$ cat src/design/core_ops_defines.svh
`ifndef CORE_OPS_DEFINES_SVH
`define CORE_OPS_DEFINES_SVH
// opcode matches on the upper instruction bits
`define OP_ADDC_HI6 6'h08
`define OP_ANDF_HI6 6'h05
`define OP_ANDI_HI8 8'h0B
`define OP_BRC_HI8 8'hE2
`define OP_BCLR_HI4 4'h9
// field positions
`define F_DEST_BIT 9
`define F_ACC_BIT 8
`define F_BSEL_LSB 9
// indexed literal offset limit
`define IDX_LIMIT 8'h5F
// status flag positions
`define FLG_C 0
`define FLG_DC 1
`define FLG_Z 2
`define FLG_OV 3
`define FLG_N 4
// reset values
`define RST_ACC 8'h00
`define RST_FLAGS 5'h00
`define RST_PC 21'h000000
`define RST_BANK 4'h0
`define RST_FSR2 12'h000
// timing: quarter phases per instruction cycle
`define QPHASES 4
`define NOP_CYCLES 1
`endif

$ cat src/design/core_ops_pkg.sv
package core_ops_pkg;
  typedef enum logic [2:0] {OP_NONE, OP_ADDC, OP_ANDI, OP_ANDF, OP_BRC, OP_BCLR} op_t;
  typedef struct packed {
    logic [11:0] addr;
    logic [7:0] data;
    logic we;
  } file_wr_t;
  typedef struct packed {
    logic n;
    logic ov;
    logic z;
    logic dc;
    logic c;
  } flags_t;
endpackage : core_ops_pkg

$ cat src/design/core_ops.sv
`timescale 1ns/10ps
`include "core_ops_defines.svh"
module core_ops (
  // clock and reset
  input wire logic clock,
  input wire logic sys_rst,
  // program fetch
  input wire logic [15:0] instr,
  input wire logic instr_second_word,
  input wire logic ext_set_en,
  output logic [20:0] pc_q,
  output logic fetch_q,
  // data memory
  output logic [11:0] rd_addr_q,
  input wire logic [7:0] rd_data,
  output core_ops_pkg::file_wr_t file_wr_q,
  // core state
  input wire logic [3:0] bank_select_reg,
  input wire logic [11:0] fsr2,
  output logic [7:0] acc_q,
  output core_ops_pkg::flags_t flags_q
);
  logic [3:0] phase;
  quarter_phase_gen u_phase (
    .clock(clock),
    .sys_rst(sys_rst),
    .phase_q(phase)
  );

  function automatic logic [11:0] file_addr(input logic [15:0] iw, input logic [3:0] bank,
      input logic [11:0] base, input logic ext);
    logic [7:0] f;
    f = iw[7:0];
    if (!iw[`F_ACC_BIT] && ext && f <= `IDX_LIMIT) begin
      file_addr = base + {4'h0, f};
    end else if (!iw[`F_ACC_BIT]) begin
      file_addr = (f < 8'h60) ? {4'h0, f} : {4'hF, f};
    end else begin
      file_addr = {bank, f};
    end
  endfunction : file_addr

  function automatic logic [7:0] nz_flags_src(input logic [7:0] r);
    nz_flags_src = r;
  endfunction : nz_flags_src

  // decode, held for the instruction cycle
  core_ops_pkg::op_t op_q;
  logic [15:0] ir_q;
  logic [7:0] opnd_q;
  logic [7:0] res_q;
  core_ops_pkg::flags_t nf_q;

  wire [15:0] ir_sel = instr;
  wire is_addc = ir_sel[15:10] == `OP_ADDC_HI6;
  wire is_andf = ir_sel[15:10] == `OP_ANDF_HI6;
  wire is_andi = ir_sel[15:8] == `OP_ANDI_HI8;
  wire is_brc = ir_sel[15:8] == `OP_BRC_HI8;
  wire is_bclr = ir_sel[15:12] == `OP_BCLR_HI4;
  core_ops_pkg::op_t op_dec;
  assign op_dec = instr_second_word ? core_ops_pkg::OP_NONE :
                  is_addc ? core_ops_pkg::OP_ADDC :
                  is_andf ? core_ops_pkg::OP_ANDF :
                  is_andi ? core_ops_pkg::OP_ANDI :
                  is_brc ? core_ops_pkg::OP_BRC :
                  is_bclr ? core_ops_pkg::OP_BCLR : core_ops_pkg::OP_NONE;

  // arithmetic
  wire [8:0] sum9 = {1'b0, acc_q} + {1'b0, opnd_q} + {8'h00, flags_q.c};
  wire [4:0] sum_lo = {1'b0, acc_q[3:0]} + {1'b0, opnd_q[3:0]} + {4'h0, flags_q.c};
  wire sum_ov = (acc_q[7] == opnd_q[7]) && (sum9[7] != acc_q[7]);
  wire [7:0] and_r = acc_q & opnd_q;
  wire [7:0] bclr_r = opnd_q & ~(8'h01 << ir_q[`F_BSEL_LSB +: 3]);
  wire carry_taken = flags_q.c;
  wire [20:0] br_off = {{12{ir_q[7]}}, ir_q[7:0], 1'b0};
  wire dest_file = ir_q[`F_DEST_BIT];

  logic [7:0] res_d;
  core_ops_pkg::flags_t nf_d;
  always_comb begin
    res_d = 8'h00;
    nf_d = flags_q;
    case (op_q)
      core_ops_pkg::OP_ADDC: begin
        res_d = sum9[7:0];
        nf_d.c = sum9[8];
        nf_d.dc = sum_lo[4];
        nf_d.ov = sum_ov;
        nf_d.n = sum9[7];
        nf_d.z = sum9[7:0] == 8'h00;
      end
      core_ops_pkg::OP_ANDI, core_ops_pkg::OP_ANDF: begin
        res_d = and_r;
        nf_d.n = and_r[7];
        nf_d.z = nz_flags_src(and_r) == 8'h00;
      end
      core_ops_pkg::OP_BCLR: begin
        res_d = bclr_r;
      end
      default: begin
        res_d = 8'h00;
      end
    endcase
  end

  logic skip_q;
  always_ff @(posedge clock) begin
    if (sys_rst) begin
      op_q <= core_ops_pkg::OP_NONE;
      ir_q <= 16'h0000;
      skip_q <= 1'b0;
      rd_addr_q <= 12'h000;
    end else if (phase[0]) begin
      op_q <= skip_q ? core_ops_pkg::OP_NONE : op_dec;
      skip_q <= 1'b0;
      ir_q <= instr;
      rd_addr_q <= file_addr(instr, bank_select_reg, fsr2, ext_set_en);
    end else if (phase[3] && op_q == core_ops_pkg::OP_BRC && carry_taken) begin
      skip_q <= 1'b1;
    end
  end

  always_ff @(posedge clock) begin
    if (sys_rst) begin
      opnd_q <= 8'h00;
      res_q <= 8'h00;
      nf_q <= `RST_FLAGS;
    end else if (phase[1]) begin
      opnd_q <= (op_q == core_ops_pkg::OP_ANDI) ? ir_q[7:0] : rd_data;
    end else if (phase[2]) begin
      res_q <= res_d;
      nf_q <= nf_d;
    end
  end

  wire writes_acc = (op_q == core_ops_pkg::OP_ANDI) ||
                    ((op_q == core_ops_pkg::OP_ADDC || op_q == core_ops_pkg::OP_ANDF) && !dest_file);
  wire writes_file = op_q == core_ops_pkg::OP_BCLR ||
                     ((op_q == core_ops_pkg::OP_ADDC || op_q == core_ops_pkg::OP_ANDF) && dest_file);

  always_ff @(posedge clock) begin
    if (sys_rst) begin
      acc_q <= `RST_ACC;
      flags_q <= `RST_FLAGS;
      pc_q <= `RST_PC;
      fetch_q <= 1'b0;
      file_wr_q <= '0;
    end else begin
      fetch_q <= 1'b0;
      file_wr_q.we <= 1'b0;
      if (phase[3]) begin
        if (writes_acc) begin
          acc_q <= res_q;
        end
        if (writes_file) begin
          file_wr_q.we <= 1'b1;
          file_wr_q.addr <= rd_addr_q;
          file_wr_q.data <= res_q;
        end
        flags_q <= nf_q;
        if (op_q == core_ops_pkg::OP_BRC && carry_taken) begin
          pc_q <= pc_q + 21'h000002 + br_off;
        end else begin
          pc_q <= pc_q + 21'h000002;
        end
        fetch_q <= 1'b1;
      end
    end
  end
endmodule : core_ops

$ cat src/design/quarter_phase_gen.sv
`timescale 1ns/10ps
`include "core_ops_defines.svh"
// four quarter-phase enables, one high per clock
module quarter_phase_gen (
  // clock and reset
  input wire logic clock,
  input wire logic sys_rst,
  // phase enables
  output logic [3:0] phase_q
);
  always_ff @(posedge clock) begin
    if (sys_rst) begin
      phase_q <= 4'h1;
    end else begin
      phase_q <= {phase_q[2:0], phase_q[3]};
    end
  end
endmodule : quarter_phase_gen

$ cat config.mk
export PLATFORM = sky130hd
export DESIGN_NAME = core_ops
export DESIGN_NICKNAME = d
export VERILOG_FILES = /design/src/design/core_ops_pkg.sv /design/src/design/core_ops.sv /design/src/design/quarter_phase_gen.sv
export VERILOG_INCLUDE_DIRS = /design/src /design/src/design
export SDC_FILE = /design/constraint.sdc
export NUM_CORES = 1
export LEC_CHECK = 0
export BUFFER_PORTS_ARGS = -buffer_cell sky130_fd_sc_hd__buf_4
export CAP_MARGIN = 10
export CORE_MARGIN = 8
export CORE_UTILIZATION = 52
export DETAILED_ROUTE_END_ITERATION = 8
export GPL_TIMING_DRIVEN = 0
export MAX_ROUTING_LAYER = met4
export PLACE_DENSITY = 0.78
export SLEW_MARGIN = 40
export SYNTH_ARGS = -nofsm -noshare
export SYNTH_HDL_FRONTEND = slang
export SYNTH_SLANG_ARGS = --single-unit
$ cat constraint.sdc
create_clock -name clock -period 3.69 [get_ports clock]
set_input_delay 0.369 -clock clock [delete_from_list [all_inputs] [get_ports clock]]
set_output_delay 0.369 -clock clock [all_outputs]
set_load 0.03 [all_outputs]
Yosys cells after proc, flatten, opt, wreduce, memory -nomap -nowiden
Cells that the tools add are included.
- memories kept: 0
- bits in latches: 0
- output and inout bits: 68
- input bits: 44
- bits in writable memories: 0
- register bits: 109
- bits in read-only memories: 0
- add/sub/neg operators: 7
- shifts and indexed selects: 1
- bitwise gates (word level): 5
- div/mod/pow operators: 0
- multiplexer cells: 19
- $lt $le $gt $ge: 2
- reductions and logical operators: 21
- multiply operators: 0
- eq/ne operators: 12
- operator list (kind ; number):
    $mux W12 ; 3
    $pmux W8 S3 ; 1
    $add A21 B2 Y21 const B ; 1
    $add A21 B21 Y21 ; 1
    $mux W21 ; 1
    $mux W3 ; 7
    $and A8 B8 Y8 ; 2
    $logic_not A8 Y1 ; 2
    $add A12 B8 Y12 ; 1
    $add A8 B8 Y9 ; 1
    $add A9 B1 Y9 ; 1
    $eq A8 B4 Y1 const B ; 1
    $eq A8 B8 Y1 const B ; 1
    $le A8 B7 Y1 const B ; 1
    $logic_and A1 B1 Y1 ; 8
    $lt A8 B7 Y1 const B ; 1
    $mux W8 ; 1
    $not A8 Y8 ; 1
    $shl A1 B3 Y8 const A ; 1
    $eq A3 B2 Y1 const B ; 2
    $eq A3 B3 Y1 const B ; 2
    $eq A6 B3 Y1 const B ; 1
    $eq A6 B4 Y1 const B ; 1
    $reduce_and A2 Y1 ; 3
    13 further kinds ; 22

Logic depth before layout (Yosys ltp)
Gate-level depths: netlist of the first run.
- depth after elaboration: 8
- mapped depth: 13

Cells and area by module
A second synthesis of the first run with hierarchy kept.
- cells, all modules: 846
- area, all modules: 6766.5 sq um
- by module, submodules not included (module ; area an instance (sq um) ; times used ; cells an instance):
    core_ops ; 6653.9 ; 1 ; 838
    quarter_phase_gen ; 112.6 ; 1 ; 8

Least setup slack after synthesis of the first run
No wires, ideal clock.
- path kind: reg-to-reg
- from: reg pc_q[1]
- to: reg pc_q[20]
- arrival: 3589 ps
- path slack: -21 ps
- clock period less this slack: 3711 ps
- required time: 3569 ps
- cell stages (with the launch flop): 14
- setup time: 121 ps
- path buffers: 0
- cell sequence: dfxtp_1 ha_1 nand3_1 nor3_2 nand3_1 xnor2_1 ha_1 a21oi_1 o21ai_0 a221oi_1 or3_1 o221ai_1 nor3_2 mux2_4
- longest elaborated chain between the ends: 3
- RTL lines (item ; line ; text):
    start, declared ; core_ops.sv:11 ; output logic [20:0] pc_q,
    start signal, assigned ; core_ops.sv:145 ; pc_q <= `RST_PC;
    start signal, assigned ; core_ops.sv:162 ; pc_q <= pc_q + 21'h000002 + br_off;
    start signal, assigned ; core_ops.sv:164 ; pc_q <= pc_q + 21'h000002;
    $add A21 B2 Y21 * ; core_ops.sv:162, core_ops.sv:164 ;
    $add A21 B21 Y21 ; core_ops.sv:162 ;
    $mux W21 * ; core_ops.sv:161 ; if (op_q == core_ops_pkg::OP_BRC && carry_taken) begin
Mark *: on every way between the ends. The rest lies on a longest branch, timed or not.
A chain may end at the register's enable or synchronous reset.

Worst setup path in the final report of the first run
- from: reg pc_q[7]
- to: reg pc_q[20]
The elaborated chain is that of the path after synthesis.

==> results of run 1 <==
[cell usage in the layout, fill, tap and decap left out, types with 4 or more instances in the layout]
cell type,n
sky130_fd_sc_hd__nand2_1,114
sky130_fd_sc_hd__ha_1,39
sky130_fd_sc_hd__nor2b_1,17
sky130_fd_sc_hd__clkbuf_1,34
sky130_fd_sc_hd__a311oi_1,14
sky130_fd_sc_hd__and3_1,8
sky130_fd_sc_hd__a21boi_0,4
sky130_fd_sc_hd__a22oi_1,10
sky130_fd_sc_hd__nor2_1,92
sky130_fd_sc_hd__nand3_1,17
sky130_fd_sc_hd__nor3b_1,5
sky130_fd_sc_hd__buf_4,116
sky130_fd_sc_hd__a21o_1,14
sky130_fd_sc_hd__mux2i_1,29
sky130_fd_sc_hd__buf_1,9
sky130_fd_sc_hd__o31ai_1,5
sky130_fd_sc_hd__o211ai_1,7
sky130_fd_sc_hd__inv_1,27
sky130_fd_sc_hd__xor2_1,15
sky130_fd_sc_hd__a211oi_1,10
sky130_fd_sc_hd__nor3_1,16
sky130_fd_sc_hd__o22ai_1,7
sky130_fd_sc_hd__o21bai_1,4
sky130_fd_sc_hd__xnor2_1,21
sky130_fd_sc_hd__clkbuf_16,9
sky130_fd_sc_hd__dfxtp_1,105
sky130_fd_sc_hd__fa_1,4
sky130_fd_sc_hd__a21oi_1,63
sky130_fd_sc_hd__nand2b_1,4
sky130_fd_sc_hd__o21ai_0,51
sky130_fd_sc_hd__a31oi_1,4
sky130_fd_sc_hd__o21a_1,11
[per-layer routing]
| metal | part of all wire, % | up-vias |
|---|---|---|
| li1 | - | 3283 |
| met1 | 44 | 3121 |
| met2 | 45 | 318 |
| met3 | 8.2 | 38 |
| met4 | 2.5 | 0 |
| met5 | 0 | - |
[registers in the layout, indices dropped and copies added (netlist names)]
register and flops:
file_wr_q 21, pc_q 20, rd_addr_q 12, ir_q 11
acc_q 8, opnd_q 8, res_q 8, nf_q 5
flags_q 4, u_phase.phase_q 4, op_q 3, carry_taken 1
fetch_q 1, skip_q 1
[cell type report]
class / count / share of cell area, %
repair buffers: 113 / 10.4
clock buffers: 9 / 2.77
plain buffers: 47 / 2.32
multi-input cells: 662 / 53.1
clock inverters: 7 / 1.12
well taps: 172 / 2.65
inverters: 27 / 1.25
flip-flops and latches: 107 / 26.4
[path summary, 6_finish.rpt]
check        depth (start not counted)       end  slack (ns)  startpoint
max                                 12  pc_q[20]        0.19     pc_q[7]
min                                  2   op_q[2]        0.27   instr[15]
max reg2reg                         12  pc_q[20]        0.19     pc_q[7]
min reg2reg                          2   nf_q[1]        0.46     nf_q[1]
[power by group through the flow]
| stage | Sequential [mW] | Clock [mW] | Combinational [mW] |
|---|---|---|---|
| after global placement | 1.25 | 0 | 0.378 |
| after floorplan | 1.27 | 0 | 0.217 |
| final | 1.23 | 1.04 | 0.390 |
| after CTS | 1.23 | 1.05 | 0.384 |
| after global routing | 1.23 | 1.10 | 0.427 |
| after detailed placement | 1.25 | 0 | 0.382 |
[Yosys cell counts, types with 11 or more instances]
master	count	area, um2
sky130_fd_sc_hd__mux2i_1	29	290
sky130_fd_sc_hd__nor2_1	92	345
sky130_fd_sc_hd__clkbuf_1	34	128
sky130_fd_sc_hd__a21oi_1	63	315
sky130_fd_sc_hd__ha_1	40	500
sky130_fd_sc_hd__xnor2_1	21	184
sky130_fd_sc_hd__a21o_1	14	105
sky130_fd_sc_hd__o21a_1	11	82.6
sky130_fd_sc_hd__inv_1	27	101
sky130_fd_sc_hd__dfxtp_1	107	2140
sky130_fd_sc_hd__xor2_1	15	131
sky130_fd_sc_hd__nand2_1	114	428
sky130_fd_sc_hd__o21ai_0	52	260
sky130_fd_sc_hd__nor3_1	16	80.1
sky130_fd_sc_hd__a311oi_1	14	123
sky130_fd_sc_hd__nor2b_1	17	106
sky130_fd_sc_hd__nand3_1	18	90.1
[cell families after synthesis]
family                     count (synthesis)
and+or+nand+nor                          302
AOI/OAI and AO/OA                        245
DFF                                      107
buffers and inverters                     74
adders and majority gates                 44
xor gates and xnor gates                  36
muxes                                     34
other                                      1
[worst max-delay path, cell delays in order, from the launching register on]
cell	delay (ns)
sky130_fd_sc_hd__dfxtp_1	0.34
sky130_fd_sc_hd__buf_4	0.16
sky130_fd_sc_hd__nand4_2	0.19
sky130_fd_sc_hd__nor4_4	0.51
sky130_fd_sc_hd__and3_1	0.32
sky130_fd_sc_hd__xor2_1	0.23
sky130_fd_sc_hd__ha_1	0.32
sky130_fd_sc_hd__a21o_1	0.19
sky130_fd_sc_hd__a221oi_2	0.30
sky130_fd_sc_hd__buf_4	0.16
sky130_fd_sc_hd__o221ai_1	0.13
sky130_fd_sc_hd__nor3_2	0.22
sky130_fd_sc_hd__mux2_4	0.31
[through the flow]
step | power [mW] | hold slack, ns
floorplan | 1.49 | 0.432
global placement | 1.63 | 0.443
detailed placement | 1.64 | 0.447
CTS | 2.66 | 0.265
global route | 2.76 | 0.289
finish | 2.66 | 0.275
[timing repair]
item,4_1_cts,5_1_grt
setup endpoints to repair,1,1
pin swaps,1,2
buffers inserted,2,1
gates cloned,0,0
gates resized for setup,2,4
==> impl.org, run 1 <==
** Outcome
- Run status :: finished, final reports clean

** Timing
- Adding up every negative setup slack in the final design gives 0 ns.
- Max Clk Rate :: approximately 0.29 GHz
- At the pin with the least slew margin, the transition time is 0.891 ns.
- Final hold violation count :: 0
- The number of max-slew violations in the final report was 0.
- Setup violations remaining at the end of the flow were counted as 0.
- Unrepaired setup endpoints after global routing :: no
- Worst clock skew :: 0.0105 ns
- Clock period minus final worst setup slack :: 3.50 ns
- In this run the tightest slew margin relative to its limit is about two fifths.
- The worst path uses 94.8% of the clock period.
- Post-route setup slack :: 0.193 ns

** Detailed routing
- The first routing iteration left 518 violations.
- Total detailed-routing wirelength :: 21000 um
- In the final routed layout, each cell accounts on average for 18.3 um.
- After detailed routing, the number of remaining DRC violations is 0.
- Once detail routing completed, the nets flagged for antenna violations numbered 0.
- In the routed layout, each cell is associated on average with a via count of between 5 and 6.
- The first TritonRoute pass finished after 5 iterations.
- The detailed router placed 6760 vias in this run.

** Final layout
- Finished Core Util :: 64.4%
- Register area :: 0.00214 mm2
- Relative to the synthesized area, the layout overhead comes to 21.0%.
- Number of nets in the layout :: 1055
- Of the cells placed in the final design, the portion with a size suffix greater than 1 is 15.9%.
- Antenna fix cells :: 0
- Final Instance Count excl. Fillers :: 1144
- The multi-input combinational cells in the finished layout cover a total of 0.00432 mm2.
- Fillers :: 1119
- Summing all non-filler instances in the final layout gives an area of slightly above 0.008 mm2.

** CTS
- Root buffer selected by CTS :: sky130_fd_sc_hd__clkbuf_16
- Clock-pin slew was measured on the worst setup and hold paths at approximately 0.080 ns.
- CTS tree :: yes
- Clock latency on the worst-skew pair, taken at its later pin, is 0.36 ns.
- Number of sinks handled by clock tree synthesis :: 107
- No sink is reached through more buffers than the 2 on the longest clock path.
- Count of hold-fix buffers inserted at cts :: 0
- Counting the buffers created by CTS gives 9.
- Level count of the clock H-tree :: 3

** Pwr
- The analysis attributes to net switching a power of 0.772 mW.
- IR analysis of the VDD net gives a maximum drop of 243 uV.
- Relative contribution of the clock network to total power :: 39.1%
- For this design the static power due to leakage is 3.48 nW.
- Of the total power, the share spent switching nets is between 20% and 30%.
- Proportion of power drawn by flip-flops and latches :: 46.2%
- The internal power of the cells totals around 1.9 mW.
- PwrDens :: 327 mW/mm2
- Combinational share of power :: between 10 and 15%

** Run
- Max-cap violations in this run came to 0.

** Yosys
- The synthesized netlist contains 76 unique library cells.
- Seq cells post-synth :: 107
- Share of the yosys chip area belonging to registers :: about a third
- After synthesis, the largest family of logic cells by area is compound AO/OA/AOI/OAI gates.
- Synthesis produced a netlist with a net count of 931.
- Multiplexer share of the synthesized area :: 5.21%
- Synthesis produced 843 cells.
- Avg Inst Size Synth :: 7.97 um2
- For this run, asynchronously set or reset flops after synthesis account for 0%.
- Of the total synthesized cell area, the portion taken by XOR and XNOR cells is 4.69%.
- Area share of fa/ha/maj cells after synthesis :: under 10%
- Synth warn :: 0
- Synthesized-area fraction occupied by ao, oa, aoi and oai cells :: 24.2%
- Summing the areas of all and, or, nand and nor instances in the mapped netlist gives 20.9% of the synthesized area.
- The synthesized netlist occupies a cell area of ~0.0067 mm2.
- Number of enable-type register cells in the synthesized netlist :: 0
- Leading register cell type out of synthesis :: sky130_fd_sc_hd__dfxtp_1

** Die
- Floorplan die area :: 0.0168 mm2
- Floorplan core area :: around 0.013 mm2
- Row generation in the floorplan step produced 41 rows.
- The die is 130 um wide.
- Boundary Pins :: 112
- In this run the vertical extent of the chip is around 130 um.
- For this configuration, the core starts out at a cell density of 53.2%.

** Global routing
- Maximum number of pins on one net before global-route repair :: 25
- The number of global-route vias before repair is 6466.
- Most used routing layer in global routing :: met2
- Global-route track usage on met3 :: 4.31%
- Number of antenna violations at the first check in global routing :: 0
- GR Overflow Total :: 0
- Global routing used 38.9% of the available met2 tracks.
- The first global-routing pass estimated 33100 um of wire.
- Total routing resource utilization after global routing :: 25.6%
- In the global route stage, met1 resource usage came out at 33.2%.

** Placed design
- After legalization and detailed placement, the total HPWL measured 15800 um.
- At the end of routability-driven placement, the weighted congestion stood at a little under 1.
- Before CTS, the worst setup slack after placement is -0.306 ns.
- In this run the cell area measured after placement is 0.00776 mm2.
- Counting tap cells, the placed design contains a total of 1125 instances.
- Number of buffers added on ports :: 110

** Setup path
- The worst setup path is of the reg2reg kind.
- Crit path launch type :: register
- Data required time at the worst endpoint :: slightly below 4 ns
- Data arrival time at the worst-slack endpoint :: 3.75 ns
- Kind of end point of the critical path :: register
- Of all nets on the critical path, the largest fanout is 7.

** Min path
- Hold WC Path Type :: in2reg
(Power assumes the default switching activity.)
==> inputs of run 2 (changes only) <==
--- a/config.mk
+++ b/config.mk
@@ -8,12 +8,15 @@
 export LEC_CHECK = 0
 export BUFFER_PORTS_ARGS = -buffer_cell sky130_fd_sc_hd__buf_4
 export CAP_MARGIN = 10
+export CORE_ASPECT_RATIO = 1.75
 export CORE_MARGIN = 8
 export CORE_UTILIZATION = 52
+export CTS_CLUSTER_SIZE = 24
 export DETAILED_ROUTE_END_ITERATION = 8
 export GPL_TIMING_DRIVEN = 0
 export MAX_ROUTING_LAYER = met4
 export PLACE_DENSITY = 0.78
+export SKIP_LAST_GASP = 1
 export SLEW_MARGIN = 40
 export SYNTH_ARGS = -nofsm -noshare
 export SYNTH_HDL_FRONTEND = slang
==> run 2 against run 1 <==
Clock-buffer cell count unchanged; clock power down 5%; combinational power about the same; via count up 0.80%; non-clock buffer count up 1; routed wire length up 5.2%; flip-flop and latch count unchanged; register-to-register slack worse by 0.02 ns; highest routed layer unchanged; sequential power about the same; first-iteration DRC count down 40%; power down 1.8%; critical path depth up 2.
==> impl.org, run 2 (synthesis gave the netlist of run 1 again) <==
** Outcome
- The run finished with clean final reports.

** Final layout
- The final instance area is 0.00813 mm2 (about the same).
- The register with the most flip-flops in the final layout is file_wr_q.
- Finished Core Util :: 63.5% (-0.90 points)
- Antenna fix cells :: 0 (unchanged)
- Number of nets in the layout :: 1056 (+0.095%)
- The largest registers in the layout are file_wr_q (21), pc_q (20), rd_addr_q (12).
- Fillers :: 1208 (+8.0%)
- Most common cell after layout, fill and taps aside :: sky130_fd_sc_hd__buf_4
- The flip-flop count of the largest register after layout was 21 (unchanged).
- The top cell types in the final layout, fill and taps aside, are 117 x sky130_fd_sc_hd__buf_4, 114 x sky130_fd_sc_hd__nand2_1, 102 x sky130_fd_sc_hd__dfxtp_1.
- Ratio of cells with drive above 1 in the final layout :: 16.5% (+0.60 points)
- Layout area overhead :: 21.0% (about the same)

** Timing
- Final hold violation count :: 0 (unchanged)
- The accumulated negative setup slack was 0 ns (unchanged).
- Total count of max-transition violations in the final report :: 0 (unchanged)
- Clock period minus final worst setup slack :: 3.52 ns (+0.0204 ns)
- The slew at the pin closest to its max-slew limit is 0.771 ns (-0.120 ns).
- The timing-limited maximum frequency was 0.284 GHz (-0.58%).
- Endpoints failing setup :: 0 (unchanged)
- The worst hold slack after final layout came to 0.256 ns (-0.0189 ns).
- Post-route setup slack :: 0.172 ns (-0.0204 ns)
- Unrepaired setup endpoints after global routing :: no
- Worst clock skew :: 0.00978 ns (-0.000747 ns)
- The tightest slew margin relative to the limit was 48.6% (+8.0 points).
- Final worst path period share :: 95.3% (+0.55 points)

** Die
- The number of placement rows is 55 (+34%).
- Initial cell density of the core :: 52.5% (-0.75 points)
- Height of the die :: 166 um (+28%)
- Die width :: 102 um (-21%)
- Floorplan core area :: 0.0128 mm2 (+1.4%)
- The number of top-level design ports was 112 (unchanged).
- Floorplan die area :: 0.0170 mm2 (+0.85%)

** CTS
- CTS Buf Count :: 9 (unchanged)
- Number of sinks handled by clock tree synthesis :: 107 (unchanged)
- The count of hold buffers inserted by post-cts repair is 0 (unchanged).
- Later-pin clock latency in the skew report :: 0.36 ns (about the same)
- Reg clk slew, reported paths :: 0.08 ns (about the same)
- CTS tree :: yes
- Number of buffers on the longest clock path :: 2 (unchanged)
- The H-tree depth is 3 (unchanged).
- Root buffer selected by CTS :: sky130_fd_sc_hd__clkbuf_16

** Placed design
- Placed standard-cell area :: 0.00776 mm2 (about the same)
- The final estimated routing congestion in global placement was 0.967 (-0.31%).
- The HPWL reported at the end of detailed placement is 17100 um (+8.0%).
- Worst Setup Slack post-DPL :: -0.492 ns (-0.186 ns)
- Number of buffers added on ports :: 110 (unchanged)

** Setup path
- End of the worst register-to-register path :: pc_q[20]
- End point of the critical path :: pc_q[20]
- Crit path launch type :: register
- Path type of the worst setup path :: reg2reg
- The data required time of the worst path was 3.94 ns (about the same).
- Crit. Startpoint :: pc_q[5]
- The depth of the worst register-to-register path was 14 (+2).
- The minimum setup slack among reg-to-reg paths came to 0.17 ns (-0.02 ns).
- Launching point of the worst reg2reg path :: pc_q[5]
- The endpoint arrival time on the critical path came to 3.77 ns (+0.02 ns).
- Maximum net fanout on the critical path :: 6 (-1)
- Kind of end point of the critical path :: register

** Global routing
- GR Overflow Total :: 0 (unchanged)
- Maximum number of pins on one net before global-route repair :: 25 (unchanged)
- The number of global-route vias before repair came to 6787 (+5.0%).
- The global-route wire length before repair was 34300 um (+3.9%).
- Number of antenna violations at the first check in global routing :: 0 (unchanged)
- Total routing resource utilization after global routing :: 26.6% (+0.95 points)

** Run
- The max capacitance violation total is 0 (unchanged).

** Detailed routing
- Via count :: 6814 (+0.80%)
- The wire length after detailed routing came to 22100 um (+5.2%).
- Initial detailed-routing violation count :: 313 (-40%)
- The post-detailed-route count of antenna-violating nets came to 0 (unchanged).
- The residual DRC count came to 0 (unchanged).
- First-pass detailed-route iteration total :: 5 (unchanged)
- Per-cell via count in the routed design :: 5.96 (+0.80%)
- Post-detailed-route wirelength per cell :: 19.3 um (+5.2%)

** Pwr
- The internal power summed over all cells came to 1.82 mW (-3.6%).
- Switching power of the nets :: 0.792 mW (+2.6%)
- The power share of the sequential group was 47.2% (+1.0 points).
- Relative contribution of the clock network to total power :: 37.9% (-1.2 points)
- The maximum vdd drop is 300 uV (+24%).
- Leak :: 3.48 nW (about the same)
- The power density relative to cell area is 321 mW/mm2 (-1.8%).
- Switch share :: 30.3% (+1.3 points)
- The power share of the combinational group came to 14.9% (+0.3 points).

** Min path
- The count of cells along the worst hold path came to 3 (+1).
- Hold WC Path Type :: in2reg
-- run 2: changes by cell type in the layout (fill, tap and decap cells not counted), sizes merged --
cell	before	now
inv	31	32
bufinv	1	0
clkinv	1	2
clkinvlp	1	0
buf	126	127
-- run 2: timing repair --
item / 4_1_cts / 5_1_grt
setup buffers: 2 / 2
pin swaps: 1 / 2
gates resized for setup: 3 / 8
setup endpoints to repair: 1 / 1
-- run 2: how the worst min path moves through the flow --
stage               startpoint      end
CTS                   instr[9]  ir_q[9]
detailed placement     nf_q[0]  nf_q[0]
finish                instr[9]  ir_q[9]
floorplan              nf_q[0]  nf_q[0]
global placement       nf_q[0]  nf_q[0]
global route          instr[9]  ir_q[9]
-- run 2: layer usage --
layer	global-route usage, %	part of all wire [%]	vias up	wire length, um
met5	-	0	-	0
met1	27.1	37	3204	8250
met2	46.6	52	253	11500
met3	3.86	5.2	71	1140
met4	14.9	5.4	0	1180
li1	-	-	3286	-
-- run 2: area by class of cell --
type                            instances  area, um2  area share [%]
Sequential cell                       107       2150            26.4
Tap cell                              171        214            2.63
Inverter                               27        101            1.25
Clock buffer                            9        225            2.77
Buffer                                 47        189            2.32
Clock inverter                          7       63.8           0.785
Multi-Input combinational cell        662       4340            53.3
Timing Repair Buffer                  114        856            10.5
-- run 2: metrics by stage --
stage / cells / power [mW]
final: 1144 / 2.61
after global routing: 1144 / 2.69
after CTS: 1142 / 2.61
after detailed placement: 1124 / 1.64
after global placement: 1124 / 1.64
after floorplan: 843 / 1.49
-- run 2: power groups by stage --
stage / registers (mW) / logic [mW] / clock network, mW
after floorplan: 1.27 / 0.217 / 0
after global placement: 1.26 / 0.378 / 0
after detailed placement: 1.26 / 0.383 / 0
after CTS: 1.23 / 0.385 / 0.988
after global routing: 1.24 / 0.424 / 1.03
final: 1.23 / 0.390 / 0.990
-- run 2: worst max-delay path: stages, from the launching register on --
cell	delay, ns
sky130_fd_sc_hd__dfxtp_1	0.44
sky130_fd_sc_hd__and3_1	0.26
sky130_fd_sc_hd__nand3_2	0.17
sky130_fd_sc_hd__nor3_4	0.22
sky130_fd_sc_hd__buf_4	0.18
sky130_fd_sc_hd__nand2_1	0.08
sky130_fd_sc_hd__xnor2_1	0.14
sky130_fd_sc_hd__ha_1	0.35
sky130_fd_sc_hd__a21o_1	0.21
sky130_fd_sc_hd__a21o_1	0.21
sky130_fd_sc_hd__a221oi_4	0.32
sky130_fd_sc_hd__or3_1	0.14
sky130_fd_sc_hd__o221ai_1	0.13
sky130_fd_sc_hd__nor3_2	0.24
sky130_fd_sc_hd__mux2_4	0.31
